==> config.mk <==
export PLATFORM = sky130hd
export DESIGN_NAME = opc_regs
export DESIGN_NICKNAME = d
export VERILOG_FILES = /design/src/rtl/opc_pkg.sv /design/src/rtl/opc_decode.sv /design/src/rtl/opc_regs.sv
export SDC_FILE = /design/constraint.sdc
export NUM_CORES = 1
export LEC_CHECK = 0
export BUFFER_PORTS_ARGS = -buffer_cell sky130_fd_sc_hd__buf_4
export CAP_MARGIN = 30
export CORE_AREA = 4 4 79 95
export CTS_CLUSTER_SIZE = 30
export DETAILED_ROUTE_END_ITERATION = 8
export DIE_AREA = 0 0 83 99
export PLACE_DENSITY = 0.79
export SLEW_MARGIN = 20
export SYNTH_ARGS = -nofsm -noshare
export SYNTH_HDL_FRONTEND = slang
export SYNTH_SLANG_ARGS = --single-unit
export TNS_END_PERCENT = 30
==> constraint.sdc <==
create_clock -name I_CLOCK -period 2.5 [get_ports I_CLOCK]
set_input_delay 0.375 -clock I_CLOCK [delete_from_list [all_inputs] [get_ports I_CLOCK]]
set_output_delay 0.375 -clock I_CLOCK [all_outputs]
set_load 0.02 [all_outputs]
==> src/rtl/opc_pkg.sv <==
// opc_pkg: register map, field layout, reset values and codes of the oscillator and
// power control bank; assumes a 32-bit apb slave with one byte register per word
package opc_pkg;
    localparam int unsigned ADDR_W = 8;
    localparam logic [7:0] OFF_FREQ_TRIM = 8'h18;
    localparam logic [7:0] OFF_OSC_ENABLE = 8'h19;
    localparam logic [7:0] OFF_GATE_BOOST = 8'h1a;
    localparam logic [7:0] OFF_REF_LEVEL = 8'h1b;
    localparam logic [7:0] OFF_AMP_CURRENT = 8'h1c;
    localparam logic [7:0] OFF_PUMP1_CLOCK = 8'h1d;
    localparam logic [7:0] OFF_PUMP2_CLOCK = 8'h1e;
    localparam logic [7:0] OFF_PUMP_POWER = 8'h1f;
    // write masks: reserved positions keep zero
    localparam logic [7:0] MASK_FREQ_TRIM = 8'hff;
    localparam logic [7:0] MASK_OSC_ENABLE = 8'h01;
    localparam logic [7:0] MASK_GATE_BOOST = 8'h07;
    localparam logic [7:0] MASK_REF_LEVEL = 8'h3f;
    localparam logic [7:0] MASK_AMP_CURRENT = 8'h07;
    localparam logic [7:0] MASK_PUMP_CLOCK = 8'h77;
    localparam logic [7:0] MASK_PUMP_POWER = 8'hdf;
    // reset values
    localparam logic [7:0] RST_FREQ_TRIM = 8'h44;
    localparam logic [7:0] RST_OSC_ENABLE = 8'h00;
    localparam logic [7:0] RST_GATE_BOOST = 8'h00;
    localparam logic [7:0] RST_REF_LEVEL = 8'h00;
    localparam logic [7:0] RST_AMP_CURRENT = 8'h00;
    localparam logic [7:0] RST_PUMP_CLOCK = 8'h00;
    localparam logic [7:0] RST_PUMP_POWER = 8'h08;
    // field positions
    localparam int unsigned POS_NORMAL_TRIM = 0;
    localparam int unsigned POS_IDLE_TRIM = 4;
    localparam int unsigned POS_NORMAL_FS = 0;
    localparam int unsigned POS_IDLE_FS = 4;
    localparam int unsigned POS_STANDBY = 0;
    localparam int unsigned POS_TRIPLE = 1;
    localparam int unsigned POS_CAP_MODE = 2;
    localparam int unsigned POS_PUMP1_STOP = 3;
    localparam int unsigned POS_PUMP2_RUN = 4;
    localparam int unsigned POS_NEG_COM = 6;
    localparam int unsigned POS_PWROFF_MON = 7;
    // codes
    localparam logic [1:0] IFSEL_RGB_BIT = 2'b10;
    localparam logic [2:0] BOOST_INHIBIT_TRI = 3'h0;
    localparam logic [2:0] AMP_OFF = 3'h0;
    localparam logic [2:0] AMP_INHIBIT = 3'h7;
    localparam logic [5:0] REF_FIRST_STOP = 6'h33;
    localparam logic [5:0] REF_EXTERNAL = 6'h3f;
    // nominal oscillator frequency in kHz, the base of the trim percentages per code
    localparam int unsigned NOMINAL_KHZ = 2630;
    // pump clock multiples in quarters of line frequency: 1/4 .. 8
    localparam int unsigned PUMP_QUARTERS_W = 6;

    typedef enum logic [2:0] {
        OPC_IDLE = 3'b001,
        OPC_ACCESS = 3'b010,
        OPC_DONE = 3'b100
    } opc_bus_state_t;

    typedef struct packed {
        logic [7:0] freq_trim;
        logic [7:0] osc_enable;
        logic [7:0] gate_boost;
        logic [7:0] ref_level;
        logic [7:0] amp_current;
        logic [7:0] pump1_clock;
        logic [7:0] pump2_clock;
        logic [7:0] pump_power;
    } opc_regs_t;

    typedef struct packed {
        logic osc_on;
        logic [3:0] trim_code;
        logic [7:0] trim_percent;
        logic [2:0] gate_boost_factor;
        logic ref_internal_on;
        logic [5:0] ref_level_sel;
        logic amp_on;
        logic [2:0] amp_current_sel;
        logic [PUMP_QUARTERS_W-1:0] pump1_quarters;
        logic [PUMP_QUARTERS_W-1:0] pump23_quarters;
        logic pump1_on;
        logic pump2_on;
        logic triple_pump;
        logic standby;
        logic negative_com_en;
        logic poweroff_monitor;
        logic setting_error;
    } opc_ctrl_t;
endpackage

==> src/rtl/opc_decode.sv <==
// opc_decode: turns stored register fields into control levels for the analog side
// assumes its register inputs come straight from flip-flops of the bank
`timescale 1ns/1ps
`default_nettype none
module opc_decode (
    input wire opc_pkg::opc_regs_t i_regs,
    input wire logic [1:0] i_interface_sel,
    input wire logic i_idle_mode,
    output var opc_pkg::opc_ctrl_t o_ctrl
);
    function automatic logic [7:0] trim_pct(input logic [3:0] code);
        case (code)
            4'h0: trim_pct = 8'h32;
            4'h1: trim_pct = 8'h43;
            4'h2: trim_pct = 8'h4b;
            4'h3: trim_pct = 8'h53;
            4'h4: trim_pct = 8'h64;
            4'h5: trim_pct = 8'h6c;
            4'h6: trim_pct = 8'h75;
            4'h7: trim_pct = 8'h7d;
            4'h8: trim_pct = 8'h64;
            4'h9: trim_pct = 8'h85;
            4'ha: trim_pct = 8'h96;
            4'hb: trim_pct = 8'ha7;
            4'hc: trim_pct = 8'hc8;
            4'hd: trim_pct = 8'hd9;
            4'he: trim_pct = 8'he9;
            default: trim_pct = 8'hfa;
        endcase
    endfunction

    function automatic logic [opc_pkg::PUMP_QUARTERS_W-1:0] pump_q(input logic [2:0] code);
        case (code)
            3'h0: pump_q = 6'h01;
            3'h1: pump_q = 6'h02;
            3'h2: pump_q = 6'h04;
            3'h3: pump_q = 6'h06;
            3'h4: pump_q = 6'h08;
            3'h5: pump_q = 6'h0c;
            3'h6: pump_q = 6'h10;
            default: pump_q = 6'h20;
        endcase
    endfunction

    logic standby;
    logic [3:0] trim;
    logic [2:0] fs1;
    logic [2:0] fs2;
    logic tri_sel;
    logic cap_mode;

    always_comb begin
        standby = i_regs.pump_power[opc_pkg::POS_STANDBY];
        tri_sel = i_regs.pump_power[opc_pkg::POS_TRIPLE];
        cap_mode = i_regs.pump_power[opc_pkg::POS_CAP_MODE];
        // idle modes take the idle trim and pump divider fields
        trim = i_idle_mode ? i_regs.freq_trim[opc_pkg::POS_IDLE_TRIM +: 4]
                           : i_regs.freq_trim[opc_pkg::POS_NORMAL_TRIM +: 4];
        fs1 = i_idle_mode ? i_regs.pump1_clock[opc_pkg::POS_IDLE_FS +: 3]
                          : i_regs.pump1_clock[opc_pkg::POS_NORMAL_FS +: 3];
        fs2 = i_idle_mode ? i_regs.pump2_clock[opc_pkg::POS_IDLE_FS +: 3]
                          : i_regs.pump2_clock[opc_pkg::POS_NORMAL_FS +: 3];
        o_ctrl.osc_on = i_regs.osc_enable[0] && !(i_interface_sel[1]) && !standby;
        o_ctrl.trim_code = trim;
        o_ctrl.trim_percent = trim_pct(trim);
        o_ctrl.gate_boost_factor = i_regs.gate_boost[2:0];
        o_ctrl.ref_level_sel = i_regs.ref_level[5:0];
        o_ctrl.ref_internal_on = (i_regs.ref_level[5:0] < opc_pkg::REF_FIRST_STOP) && !standby;
        o_ctrl.amp_current_sel = i_regs.amp_current[2:0];
        o_ctrl.amp_on = (i_regs.amp_current[2:0] != opc_pkg::AMP_OFF) && !standby;
        o_ctrl.pump1_quarters = pump_q(fs1);
        o_ctrl.pump23_quarters = pump_q(fs2);
        o_ctrl.pump2_on = i_regs.pump_power[opc_pkg::POS_PUMP2_RUN] && !standby;
        o_ctrl.pump1_on = !i_regs.pump_power[opc_pkg::POS_PUMP1_STOP] && !standby;
        o_ctrl.triple_pump = tri_sel && !cap_mode;
        o_ctrl.standby = standby;
        o_ctrl.negative_com_en = i_regs.pump_power[opc_pkg::POS_NEG_COM];
        o_ctrl.poweroff_monitor = i_regs.pump_power[opc_pkg::POS_PWROFF_MON];
        // inhibited combinations flagged for software; only triple with cap mode is overridden, triple_pump held low
        o_ctrl.setting_error = (tri_sel && cap_mode)
            || (tri_sel && i_regs.gate_boost[2:0] == opc_pkg::BOOST_INHIBIT_TRI)
            || (i_regs.amp_current[2:0] == opc_pkg::AMP_INHIBIT);
    end
endmodule // opc_decode
`default_nettype wire

==> src/rtl/opc_regs.sv <==
// opc_regs: apb register bank for oscillator and charge pump control
// assumes an apb3 master on I_CLOCK; interface select and idle mode come from other blocks
//
// Implementation choice: the APB interface to the registers.
`timescale 1ns/1ps
`default_nettype none
module opc_regs (
    input wire logic I_CLOCK,
    input wire logic I_NRST,
    input wire logic I_PSEL,
    input wire logic I_PENABLE,
    input wire logic I_PWRITE,
    input wire logic [opc_pkg::ADDR_W-1:0] I_PADDR,
    input wire logic [31:0] I_PWDATA,
    input wire logic [1:0] I_INTERFACE_SEL,
    input wire logic I_IDLE_MODE,
    output logic [31:0] O_PRDATA,
    output logic O_PREADY,
    output logic O_PSLVERR,
    output var opc_pkg::opc_ctrl_t O_CTRL
);
    typedef struct packed {
        opc_pkg::opc_regs_t regs;
        logic [31:0] rdata;
    } opc_state_t;

    logic [1:0] rst_sync;
    logic rst_n;
    opc_state_t st;
    opc_state_t next_st;
    logic access;
    logic mapped;
    logic [7:0] wbyte;
    logic [7:0] rbyte;
    logic allowed;

    always_ff @(posedge I_CLOCK or negedge I_NRST) begin
        if (!I_NRST) begin
            rst_sync <= 2'b00;
        end else begin
            rst_sync <= {rst_sync[0], 1'b1};
        end
    end
    assign rst_n = rst_sync[1];

    function automatic opc_pkg::opc_regs_t reset_regs();
        opc_pkg::opc_regs_t r;
        r.freq_trim = opc_pkg::RST_FREQ_TRIM;
        r.osc_enable = opc_pkg::RST_OSC_ENABLE;
        r.gate_boost = opc_pkg::RST_GATE_BOOST;
        r.ref_level = opc_pkg::RST_REF_LEVEL;
        r.amp_current = opc_pkg::RST_AMP_CURRENT;
        r.pump1_clock = opc_pkg::RST_PUMP_CLOCK;
        r.pump2_clock = opc_pkg::RST_PUMP_CLOCK;
        r.pump_power = opc_pkg::RST_PUMP_POWER;
        return r;
    endfunction

    always_comb begin
        next_st = st;
        access = I_PSEL && I_PENABLE;
        wbyte = I_PWDATA[7:0];
        mapped = (I_PADDR[1:0] == 2'b00) && (I_PADDR[7:2] >= opc_pkg::OFF_FREQ_TRIM[5:0])
            && (I_PADDR[7:2] <= opc_pkg::OFF_PUMP_POWER[5:0]);
        // one register per word: byte address is four times the register index
        rbyte = 8'h00;
        case (I_PADDR[7:2])
            opc_pkg::OFF_FREQ_TRIM[5:0]: rbyte = st.regs.freq_trim;
            opc_pkg::OFF_OSC_ENABLE[5:0]: rbyte = st.regs.osc_enable;
            opc_pkg::OFF_GATE_BOOST[5:0]: rbyte = st.regs.gate_boost;
            opc_pkg::OFF_REF_LEVEL[5:0]: rbyte = st.regs.ref_level;
            opc_pkg::OFF_AMP_CURRENT[5:0]: rbyte = st.regs.amp_current;
            opc_pkg::OFF_PUMP1_CLOCK[5:0]: rbyte = st.regs.pump1_clock;
            opc_pkg::OFF_PUMP2_CLOCK[5:0]: rbyte = st.regs.pump2_clock;
            opc_pkg::OFF_PUMP_POWER[5:0]: rbyte = st.regs.pump_power;
            default: rbyte = 8'h00;
        endcase
        // in standby only the oscillator and power register accept writes
        allowed = !st.regs.pump_power[opc_pkg::POS_STANDBY]
            || I_PADDR[7:2] == opc_pkg::OFF_OSC_ENABLE[5:0]
            || I_PADDR[7:2] == opc_pkg::OFF_PUMP_POWER[5:0];
        // read data captured in setup so the access phase drives it from a flop
        next_st.rdata = 32'h00000000;
        if (I_PSEL && !I_PENABLE && !I_PWRITE && mapped) begin
            next_st.rdata = {24'h000000, rbyte};
        end
        if (access) begin
            if (I_PWRITE && mapped && allowed) begin
                case (I_PADDR[7:2])
                    opc_pkg::OFF_FREQ_TRIM[5:0]:
                        next_st.regs.freq_trim = wbyte & opc_pkg::MASK_FREQ_TRIM;
                    opc_pkg::OFF_OSC_ENABLE[5:0]:
                        next_st.regs.osc_enable = wbyte & opc_pkg::MASK_OSC_ENABLE;
                    opc_pkg::OFF_GATE_BOOST[5:0]:
                        next_st.regs.gate_boost = wbyte & opc_pkg::MASK_GATE_BOOST;
                    opc_pkg::OFF_REF_LEVEL[5:0]:
                        next_st.regs.ref_level = wbyte & opc_pkg::MASK_REF_LEVEL;
                    opc_pkg::OFF_AMP_CURRENT[5:0]:
                        next_st.regs.amp_current = wbyte & opc_pkg::MASK_AMP_CURRENT;
                    opc_pkg::OFF_PUMP1_CLOCK[5:0]:
                        next_st.regs.pump1_clock = wbyte & opc_pkg::MASK_PUMP_CLOCK;
                    opc_pkg::OFF_PUMP2_CLOCK[5:0]:
                        next_st.regs.pump2_clock = wbyte & opc_pkg::MASK_PUMP_CLOCK;
                    opc_pkg::OFF_PUMP_POWER[5:0]:
                        next_st.regs.pump_power = wbyte & opc_pkg::MASK_PUMP_POWER;
                    default: next_st.regs = st.regs;
                endcase
            end
        end
    end

    always_ff @(posedge I_CLOCK or negedge rst_n) begin
        if (!rst_n) begin
            st.regs <= reset_regs();
            st.rdata <= 32'h00000000;
        end else begin
            st <= next_st;
        end
    end

    // zero wait state: read data was captured in the setup cycle
    assign O_PREADY = 1'b1;
    assign O_PRDATA = st.rdata;
    assign O_PSLVERR = I_PSEL && I_PENABLE && (!mapped || (I_PWRITE && !allowed));

    opc_decode u_decode (
        .i_regs(st.regs),
        .i_interface_sel(I_INTERFACE_SEL),
        .i_idle_mode(I_IDLE_MODE),
        .o_ctrl(O_CTRL)
    );

    property p_osc_follow;
        @(posedge I_CLOCK) disable iff (!rst_n)
        O_CTRL.osc_on == (st.regs.osc_enable[0] && !I_INTERFACE_SEL[1]
            && !st.regs.pump_power[0]);
    endproperty
    a_osc_follow: assert property (p_osc_follow) else $error("oscillator level wrong");

    property p_rgb_stop;
        @(posedge I_CLOCK) disable iff (!rst_n)
        I_INTERFACE_SEL[1] |-> !O_CTRL.osc_on;
    endproperty
    a_rgb_stop: assert property (p_rgb_stop) else $error("oscillator runs in rgb mode");

    property p_trim_sel;
        @(posedge I_CLOCK) disable iff (!rst_n)
        O_CTRL.trim_code == (I_IDLE_MODE ? st.regs.freq_trim[7:4] : st.regs.freq_trim[3:0]);
    endproperty
    a_trim_sel: assert property (p_trim_sel) else $error("wrong trim field used");

    property p_trim_nominal;
        @(posedge I_CLOCK) disable iff (!rst_n)
        (O_CTRL.trim_code == 4'h8) |-> (O_CTRL.trim_percent == 8'h64);
    endproperty
    a_trim_nominal: assert property (p_trim_nominal) else $error("code 8 not nominal");

    property p_ref_stop;
        @(posedge I_CLOCK) disable iff (!rst_n)
        (st.regs.ref_level[5:0] >= 6'h33) |-> !O_CTRL.ref_internal_on;
    endproperty
    a_ref_stop: assert property (p_ref_stop) else $error("reference not stopped");

    property p_pump1;
        @(posedge I_CLOCK) disable iff (!rst_n)
        (!st.regs.pump_power[3] && !st.regs.pump_power[0]) |-> O_CTRL.pump1_on;
    endproperty
    a_pump1: assert property (p_pump1) else $error("pump one not running");

    property p_pump2_write;
        @(posedge I_CLOCK) disable iff (!rst_n)
        (I_PSEL && I_PENABLE && I_PWRITE && I_PADDR == 8'h7c && I_PWDATA[4] && !I_PWDATA[0])
            |=> O_CTRL.pump2_on;
    endproperty
    a_pump2_write: assert property (p_pump2_write) else $error("pump two not on");

    property p_standby_hold;
        @(posedge I_CLOCK) disable iff (!rst_n)
        (st.regs.pump_power[0] && I_PSEL && I_PENABLE && I_PWRITE && I_PADDR == 8'h6c)
            |=> $stable(st.regs.ref_level);
    endproperty
    a_standby_hold: assert property (p_standby_hold) else $error("write in standby");

    property p_reserved_zero;
        @(posedge I_CLOCK) disable iff (!rst_n)
        st.regs.osc_enable[7:1] == 7'h00 && st.regs.pump_power[5] == 1'b0;
    endproperty
    a_reserved_zero: assert property (p_reserved_zero) else $error("reserved bit set");

    property p_inhibit_flag;
        @(posedge I_CLOCK) disable iff (!rst_n)
        (st.regs.pump_power[1] && st.regs.pump_power[2]) |-> O_CTRL.setting_error;
    endproperty
    a_inhibit_flag: assert property (p_inhibit_flag) else $error("inhibit not flagged");

    c_rgb: cover property (@(posedge I_CLOCK) disable iff (!rst_n) I_INTERFACE_SEL[1]);
    c_standby: cover property (@(posedge I_CLOCK) disable iff (!rst_n) O_CTRL.standby);
    c_idle: cover property (@(posedge I_CLOCK) disable iff (!rst_n) I_IDLE_MODE && O_CTRL.osc_on);
endmodule // opc_regs
`default_nettype wire

# [After elaboration in Yosys (flattened, before gate mapping)]
# Memory sizes are Yosys's and may differ from the RTL's.
# Cells that the tools add are included.
[totals] n_memories=1 output_inout_bits=80 register_bits=50 rom_bits=128 word_cells=87 input_bits=48
[mem_list] name="(no name shown)" depth=16 width=8 rd=1 rd_clocked_by_memory_dff=0 write_ports=0 line_no="opc_decode.sv:12" source="case (code)"
[op_classes] mux=7 eq_ne=21 order_cmp=3 n_reduce_logical=45
[ops] cell="6-bit case mux with 7 select lines" count=2
[ops] cell="8-bit case mux with 8 select lines" count=1
[ops] cell="6-bit by 5-bit == test with 1-bit output (second input constant)" count=8
[ops] cell="3-bit AND reduction" count=8
[ops] cell="3-bit == test (second input constant)" count=7
[ops] cell="1-bit logical AND" count=19
[ops] cell="3-bit by 2-bit == test with 1-bit output (second input constant)" count=4
[ops] cell="3-bit zero test" count=3
[ops] cell="1-bit zero test" count=8
[ops] cell="8-bit 2-to-1 mux" count=1
[ops] cell="3-bit by 1-bit == test with 1-bit output (second input constant)" count=2
[ops] cell="6-bit by 5-bit >= comparator with 1-bit output (second input constant)" count=1
[ops] cell="6-bit by 5-bit less-or-equal comparator with 1-bit output (second input constant)" count=1
[ops] cell="6-bit less-than comparator (second input constant)" count=1
[ops] cell="3-bit 2-to-1 mux" count=2
[ops] cell="1-bit logical OR" count=5
[ops] cell="4-bit 2-to-1 mux" count=1
[ops] cell="3-bit nonzero test" count=1
[ops] cell="2-bit zero test" count=1

# [Logic depth before layout (Yosys ltp)]
# Gate-level depths: netlist of the first run.
[depth] ltp_word=7 depth_mapped=7 depth_no_buf=6

# [Hierarchy]
# From an unflattened synthesis of the first run, not the netlist that was laid out.
[hier_totals] hier_cells=298 hier_area_um2=3235.6
[modules_own_cells] module="opc_regs" n_inst=1 seq_area_each_um2=1255.0 cells_each=201 area_each_um2=2527.4
[modules_own_cells] module="opc_decode" n_inst=1 seq_area_each_um2=0.0 cells_each=97 area_each_um2=708.2

# [Least setup slack after synthesis of the first run]
# OpenSTA, ideal clock, no wires.
[synth_timing] path_kind="input -> output" from="in I_IDLE_MODE" to="out O_CTRL[37] in the netlist's numbering" cell_stages=7 t_arrival_ns=1.996 n_path_buf=1 setup_slack_ns=0.129 t_required_ns=2.125 path_cell_list="clkbuf_1 mux2_2 inv_1 ha_1 nor2_1 a211oi_1 a21oi_1"
[synth_rtl] item="start: declaration" line_no="opc_regs.sv:16" source="input wire logic I_IDLE_MODE,"
[synth_rtl] item="end: declaration" line_no="opc_regs.sv:20" source="output var opc_pkg::opc_ctrl_t O_CTRL"

==> summary.md, run 1 <==
| Metric | Value |
|---|---|
| Post-Syn Area per Cell | 10.13 um^2 |
| Finish-stage setup viols | 0 |
| Mapped Area | approximately 3100 um^2 |
| Critical Setup Path Class | flip-flop to output pin |
| Pre-CTS WS | 0.3594 ns |
| Vias in the first global route | approximately 2,300 |
| Maximum level of the CTS H-tree | 2 |
| Final Max Slew Viols | 0 |
| Top-count cell post-synth | buf_4 |
| Initial core utilization | roughly half |
| Pre-antenna DRT Iters | 5 |
| Initial antenna violation count | 0 |
| Tmin final | 2.239 ns |
| Site Rows | 32 |
| CP max stage cell | dfrtp_1 |
| # port buffers | 77 |
| ANT cells | 0 |
| Share of layout cells above drive strength 1 | approximately two fifths |
| Final Hold Fails | 0 |
| Worst R2R Start | st[32]$_DFFE_PN0P_ |
| Post-synth cell types | 47 |
| Slew HR | 65.73% |
| Die area | between 8000 and 9000 um^2 |
| Nets | between 400 and 500 |
| Vias post-DR | about 2,500 |
| First-pass GRT wire length | approximately 12 mm |
| Clock sink count | 50 |
| Clk_lat worst skew | 0.30 ns |
| Predominant post-synthesis flop cell | dfrtp_1 |
| Max Freq | 446.6 MHz |
| CP Launch Type | flip-flop |
| Post-synth EDFFs | 0 |
| Final period utilization | 89.56% |
| Placer Congestion | about 0.84 |
| Cts repair resizes | 0 |
| Part of the Yosys area used for sequential elements | 39.94% |
| Switching Fraction | about a quarter |
| Power share of the combinational group | 10.1% |
| CP Launch Point | st[89]$_DFFE_PN0P_ |
| Static Leak | 1.857 nW |
| Layout Cells excl Fill | 456 |
| Worst slew pin tran | just over 0.5 ns |
| Internal | 1.162 mW |
| Worst vdd ir | roughly 0.00050 V |
| Die height | 99 um |
| TritonCTS buffer count | 5 |
| Drc violations | 0 |
| I/O pin count | 128 |
| Hold WC Path Type | flip-flop to asynchronous set/reset pin |
| Max FO, Critical Path | 8 |
| Worst-path clk slew | 0.09 ns |
| Top post-synthesis cells by count | 48 x buf_4, 47 x dfrtp_1, 43 x mux2_2 |
| Setup Skew | 0.005812 ns |
| Critical path data arrival time | 1.86 ns |
| Top post-synthesis cells by area | dfrtp_1 37%, mux2_2 15%, buf_4 11%, nor2_1 3.6%, dfstp_2 2.5% |
| Clock share of power | 36.4% |
| Data required, critical path | 2.12 ns |
| Core area | 6486 um^2 |
| Setup TNS | 0 ns |
| Flop2flop setup slack | roughly 0.56 ns |
| Sequential share of power | 53.5% |
| Clock Path Buffers | 2 |
| Element type at the critical path end | output pin |
| Total Wirelength | 7.589 mm |
| Post-synthesis register bit count | 50 |
| WP buf/inv | 2 |
| Placed instance count | 447 |
| Final worst-path setup slack | 0.2610 ns |
| Gr usage total | 18.08% |
| Unrepaired setup endpoints after global routing | false |
| CP max stage delay | 0.41 ns |
| DRT iter0 DRCs | 161 |
| Max Cap Viol | 0 |
| Switching pwr | 0.3700 mW |
| Leading area contributor after synthesis | dfrtp_1 |
| WL per Instance | 16.64 um |
| Power Total | 1.532 mW |
| Grt total ovfl | 0 |
| Layout area overhead | 17.96% |
| Crit-path cells | mux2_2, inv_1, ha_1, nand2_1, o21ai_0, o21ai_1, buf_4 |
| Syn Inst Count | 310 |
| Post-CTS setup buffers | 0 |
| Largest net degree at the start of global routing | 31 |
| Yosys Warn Count | 0 |
| DR vias/cell | around 5.4 |
| CTS tree | yes |
| Async S/R FF share, synth | 100.0% |
| Die Wd | ~83 um |
| Status | finished clean |
| Kind of cell adding the most delay to the critical path | flip-flops |
| CTS Hold Buffers Added | 1 |
| Share of the synthesized area in the top cell type | between 30 and 40% |
| PwrDens | about 410 nW/um^2 |
| Root buf cell | clkbuf_8 |
| HPWL after detailed placement | 5.770 mm |
| Antenna Nets Post-Route | 0 |
power groups by stage:
stage	combinational, mW	sequential [mW]	clock, mW
after CTS	0.154	0.820	0.570
after global placement	0.150	0.835	0
final	0.154	0.819	0.558
after detailed placement	0.152	0.836	0
after global routing	0.167	0.821	0.601
after floorplan	0.113	0.840	0
through the flow:
stage | instance area, um^2 | hold WS, ns | util, %
floorplan | 3232 | 0.07941 | -
global route | 3706 | 0.2289 | 57.14
detailed placement | 3586 | 0.1589 | 55.29
finish | 3706 | 0.2057 | 57.14
CTS | 3706 | 0.2162 | 57.14
global placement | 3586 | 0.1575 | 55.29
per-layer routing:
metal	wire (um)	GRT usage (%)	up-vias	part of all wire [%]
met1	3005	21.70	1218	40
li1	-	-	1143	-
met4	88	4.528	0	1.2
met3	521	4.599	12	6.9
met2	3973	32.28	104	52
met5	0	0	-	0
cell usage in the layout, fill, tap and decap left out, types with 2 or more instances in the layout:
cell / instances
clkbuf_8: 5
nor2b_1: 7
ha_1: 4
mux4_2: 2
nand2_1: 14
a211o_1: 2
a22oi_1: 4
a22o_1: 3
a211oi_1: 3
a31oi_1: 7
a21oi_1: 7
or4b_1: 2
nor2_1: 30
conb_1: 26
nand3b_1: 3
buf_4: 86
mux2_1: 3
a222oi_1: 2
o21ai_0: 9
mux2_2: 43
nand2b_1: 3
nand3_1: 11
inv_1: 6
mux2i_1: 7
dfrtp_1: 46
nor3_1: 9
dfstp_2: 3
logic make-up after synthesis:
| logic type | Yosys count | synth area share (%) |
|---|---|---|
| XOR/XNOR | 2 | 0.5576 |
| other | 2 | 0.2390 |
| multiplexers | 55 | 20.15 |
| AO/OA/AOI/OAI | 46 | 9.957 |
| buffers and inverters | 65 | 13.54 |
| adder cells (fa/ha/maj) | 4 | 1.593 |
| flip-flops | 50 | 39.94 |
| AND/OR/NAND/NOR | 86 | 14.02 |
area by class of cell:
cell class,count,area (um^2)
clock inverter,2,37.54
clock buffer,6,72.57
multi-input combinational,219,1551
inverter,7,26.28
fill,585,2780
timing repair buffer,87,655.6
sequential,50,1256
tap,85,106.4
path summary, 6_finish.rpt:
check,end,depth (start not counted)
max,O_CTRL[38],7
min,O_PRDATA[2]$_DFF_PN0_,0
max reg2reg,st[45]$_DFFE_PN0P_,3
min reg2reg,O_PRDATA[2]$_DFF_PN0_,0
max in group asynchronous,st[90]$_DFFE_PN1P_,1
min in group I_CLOCK,st[95]$_DFFE_PN0P_,2
sequential cells by signal (all words and copies together) (netlist names):
name	cells
O_PRDATA	8
rst_sync	2
st	40
worst reg2reg max path, stage by stage (launching register included):
cell     delay [ns]
dfrtp_1        0.57
nor3_1         0.53
nand3_1        0.36
mux2_2         0.37
(Power assumes the default switching activity.)
==> inputs of run 2 (changes only) <==
==> constraint.sdc (replaced) <==
create_clock -name I_CLOCK -period 2.5 [get_ports I_CLOCK]
set_input_delay 0 -clock I_CLOCK [delete_from_list [all_inputs] [get_ports I_CLOCK]]
set_output_delay 0 -clock I_CLOCK [all_outputs]
set_load 0.02 [all_outputs]
==> run 2 against run 1 <==
Non-clock buffer count up 3. First-iteration DRC count down 29%. Clock skew up 0.0024 ns. Final cell count up 0.66%. Sequential share of layout area down 0.45 points. Clock power down 7.3%. Routed wire length about the same. Highest routed layer unchanged. Final area up 1.4%. Largest cell class unchanged. Critical endpoint is now O_CTRL[37].
==> summary.md, run 2 (synthesized netlist as in run 1, its figures left out) <==
| Metric | Value |
|---|---|
| Status | finished clean |
| Pre-CTS WS | 0.6183 ns (+0.2588 ns) |
| Placer Congestion | 0.8330 (-0.64%) |
| # port buffers | 77 (unchanged) |
| Layout area overhead | 19.55% |
| Switching Fraction | 25.01% (+0.86 points) |
| Critical Setup Path Class | flip-flop to output pin |
| Max FO, Critical Path | 6 (-2) |
| Worst slew pin tran | 0.5389 ns (+0.02876 ns) |
| CP Launch Type | flip-flop |
| Tmin final | 1.977 ns (-0.2625 ns) |
| Initial antenna violation count | 0 (unchanged) |
| Final period utilization | 79.06% (-11 points) |
| Setup TNS | 0 ns (unchanged) |
| Vias in the first global route | 2,430 (+4.0%) |
| Core area | 6486 um^2 (unchanged) |
| I/O pin count | 128 (unchanged) |
| Cts repair resizes | 0 (unchanged) |
| Most Used Layer, Global Route | met2 |
| Critical path data arrival time | 1.98 ns (+0.12 ns) |
| Power share of the combinational group | 10.9% (+0.8 points) |
| Grt total ovfl | 0 (unchanged) |
| Vias post-DR | 2,494 (+0.69%) |
| Setup Skew | 0.008180 ns (+0.002369 ns) |
| DR vias/cell | 5.434 (about the same) |
| ANT cells | 0 (unchanged) |
| TritonCTS buffer count | 5 (unchanged) |
| Die Wd | 83 um (unchanged) |
| Sequential share of power | 54.6% (+1.1 points) |
| Die area | 8217 um^2 (unchanged) |
| Clk_lat worst skew | 0.30 ns (about the same) |
| Data required, critical path | 2.50 ns (+0.38 ns) |
| Crit-path cells | mux2i_1, ha_1, nor2_1, a211oi_1, a21oi_1, buf_4 |
| Max Cap Viol | 0 (unchanged) |
| Worst hold slack | 0.01249 ns (-0.1932 ns) |
| Met2 usage | 32.72% (+0.43 points) |
| Site Rows | 32 (unchanged) |
| Drc violations | 0 (unchanged) |
| Initial core utilization | 48.44% (unchanged) |
| Layout Cells excl Fill | 459 (+0.66%) |
| Clock Path Buffers | 2 (unchanged) |
| Pre-antenna DRT Iters | 4 (-1) |
| CP max stage delay | 0.44 ns (+0.03 ns) |
| Slew HR | 63.04% (-2.7 points) |
| Final Max Slew Viols | 0 (unchanged) |
| Commonest non-fill, non-tap cells in the layout | 80 x buf_4, 46 x dfrtp_1, 43 x mux2_2 |
| HPWL after detailed placement | 5.836 mm (+1.2%) |
| CP max stage cell | mux2i_1 |
| Commonest non-fill, non-tap cell in the layout | buf_4 |
| Die height | 99 um (unchanged) |
| Post-CTS setup buffers | 0 (unchanged) |
| Antenna Nets Post-Route | 0 (unchanged) |
| Internal | 1.125 mW (-3.2%) |
| WL per Instance | 16.54 um (-0.64%) |
| Root buf cell | clkbuf_8 |
| Worst vdd ir | 0.0002248 V (-55%) |
| Worst-path clk slew | 0.09 ns (about the same) |
| Clock sink count | 50 (unchanged) |
| Flop2flop setup slack | 0.58 ns (+0.02 ns) |
| Switching pwr | 0.3753 mW (+1.4%) |
| Largest net degree at the start of global routing | 33 (+6.5%) |
| Final worst-path setup slack | 0.5235 ns (+0.2625 ns) |
| Total Wirelength | 7.590 mm (about the same) |
| Nets | 425 (+0.71%) |
| DRT iter0 DRCs | 115 (-29%) |
| Static Leak | 1.873 nW (+0.87%) |
| Clock share of power | 34.5% (-1.9 points) |
| CTS tree | yes |
| Cell Area, Placed | 3561 um^2 (-0.70%) |
| M3 GR Usage | 4.013% (-0.59 points) |
| Max Freq | 505.9 MHz (+13%) |
| Final Hold Fails | 0 (unchanged) |
| Gr usage total | 18.32% (+0.24 points) |
| Element type at the critical path end | output pin |
| Fin area | 3756 um^2 (+1.4%) |
| Placed instance count | 442 (-1.1%) |
| Number of fill cells | 562 (-3.9%) |
| First-pass GRT wire length | 12.19 mm (+2.1%) |
| Unrepaired setup endpoints after global routing | false |
| PwrDens | 399.4 nW/um^2 (-3.4%) |
| Share of layout cells above drive strength 1 | 37.97% (-1.4 points) |
| Hold WC Path Type | input pin to asynchronous set/reset pin |
| Met1 Use GR | 22.00% (+0.30 points) |
| Finish-stage setup viols | 0 (unchanged) |
| Maximum level of the CTS H-tree | 2 (unchanged) |
| Top reg by flops | st |
| Largest register FFs | 40 (unchanged) |
==> run 2: cell count changes in the layout (fill, tap and decap cells not counted) <==
cell / change
clkbuf_8: +2
clkbuf_1: -1
bufinv_16: -1
buf_12: +1
clkinv_4: +1
buf_4: -6
dlygate4sd3_1: +8
clkinvlp_4: -1
==> run 2: per-stage QoR <==
step	utilization, %	total power, mW
3_5_place_dp	54.90	0.9875
2_1_floorplan	-	0.9524
6_report	57.91	1.500
5_1_grt	57.91	1.570
4_1_cts	57.91	1.512
3_3_place_gp	54.59	0.9805
==> run 2: worst max-delay path: cells and delay by family, from the launching register on <==
kind / cells / cell delay [ns]
mux: 1 / 0.44
buf+inv: 1 / 0.16
compound gates: 2 / 0.20
flops: 1 / 0.42
simple gates: 1 / 0.11
fa+ha+maj: 1 / 0.34
==> run 2: repair_timing <==
item	4_1_cts	5_1_grt
endpoints found under the setup margin	0	0
hold endpoints to repair	27	0
hold buffers	9	0
==> run 2: path summary, 6_finish.rpt <==
check,from,to,cells past startpoint
worst max-delay path,st[88]$_DFFE_PN0P_,O_CTRL[37],6
worst min-delay path,I_NRST,rst_sync[1]$_DFF_PN0_,2
worst max register to register,st[32]$_DFFE_PN0P_,st[45]$_DFFE_PN0P_,3
worst min register to register,rst_sync[1]$_DFF_PN0_,st[95]$_DFFE_PN0P_,0
max in group asynchronous,rst_sync[1]$_DFF_PN0_,st[90]$_DFFE_PN1P_,1
min in group I_CLOCK,I_PWDATA[2],st[42]$_DFFE_PN0P_,2
==> run 2: power by group through the flow <==
| stage | combinational [mW] | sequential, mW | clock, mW |
|---|---|---|---|
| finish | 0.164 | 0.819 | 0.517 |
| global route | 0.177 | 0.821 | 0.571 |
| CTS | 0.164 | 0.820 | 0.529 |
| detailed placement | 0.152 | 0.836 | 0 |
| global placement | 0.136 | 0.844 | 0 |
| floorplan | 0.113 | 0.840 | 0 |
==> run 2: layout make-up <==
cell class / count / area (um^2) / share of cell area, %
Multi-Input combinational cell: 219 / 1551 / 41.31
Sequential cell: 50 / 1256 / 33.44
Timing Repair Buffer: 90 / 710.7 / 18.92
Tap cell: 85 / 106.4 / 2.831
Clock buffer: 7 / 96.34 / 2.565
Inverter: 7 / 26.28 / 0.6995
Clock inverter: 1 / 8.758 / 0.2332
==> run 2: routing by layer <==
| metal | part of all wire (%) | vias to the layer above |
|---|---|---|
| li1 | - | 1152 |
| met1 | 41 | 1245 |
| met2 | 51 | 87 |
| met3 | 5.8 | 10 |
| met4 | 1.4 | 0 |
| met5 | 0 | - |
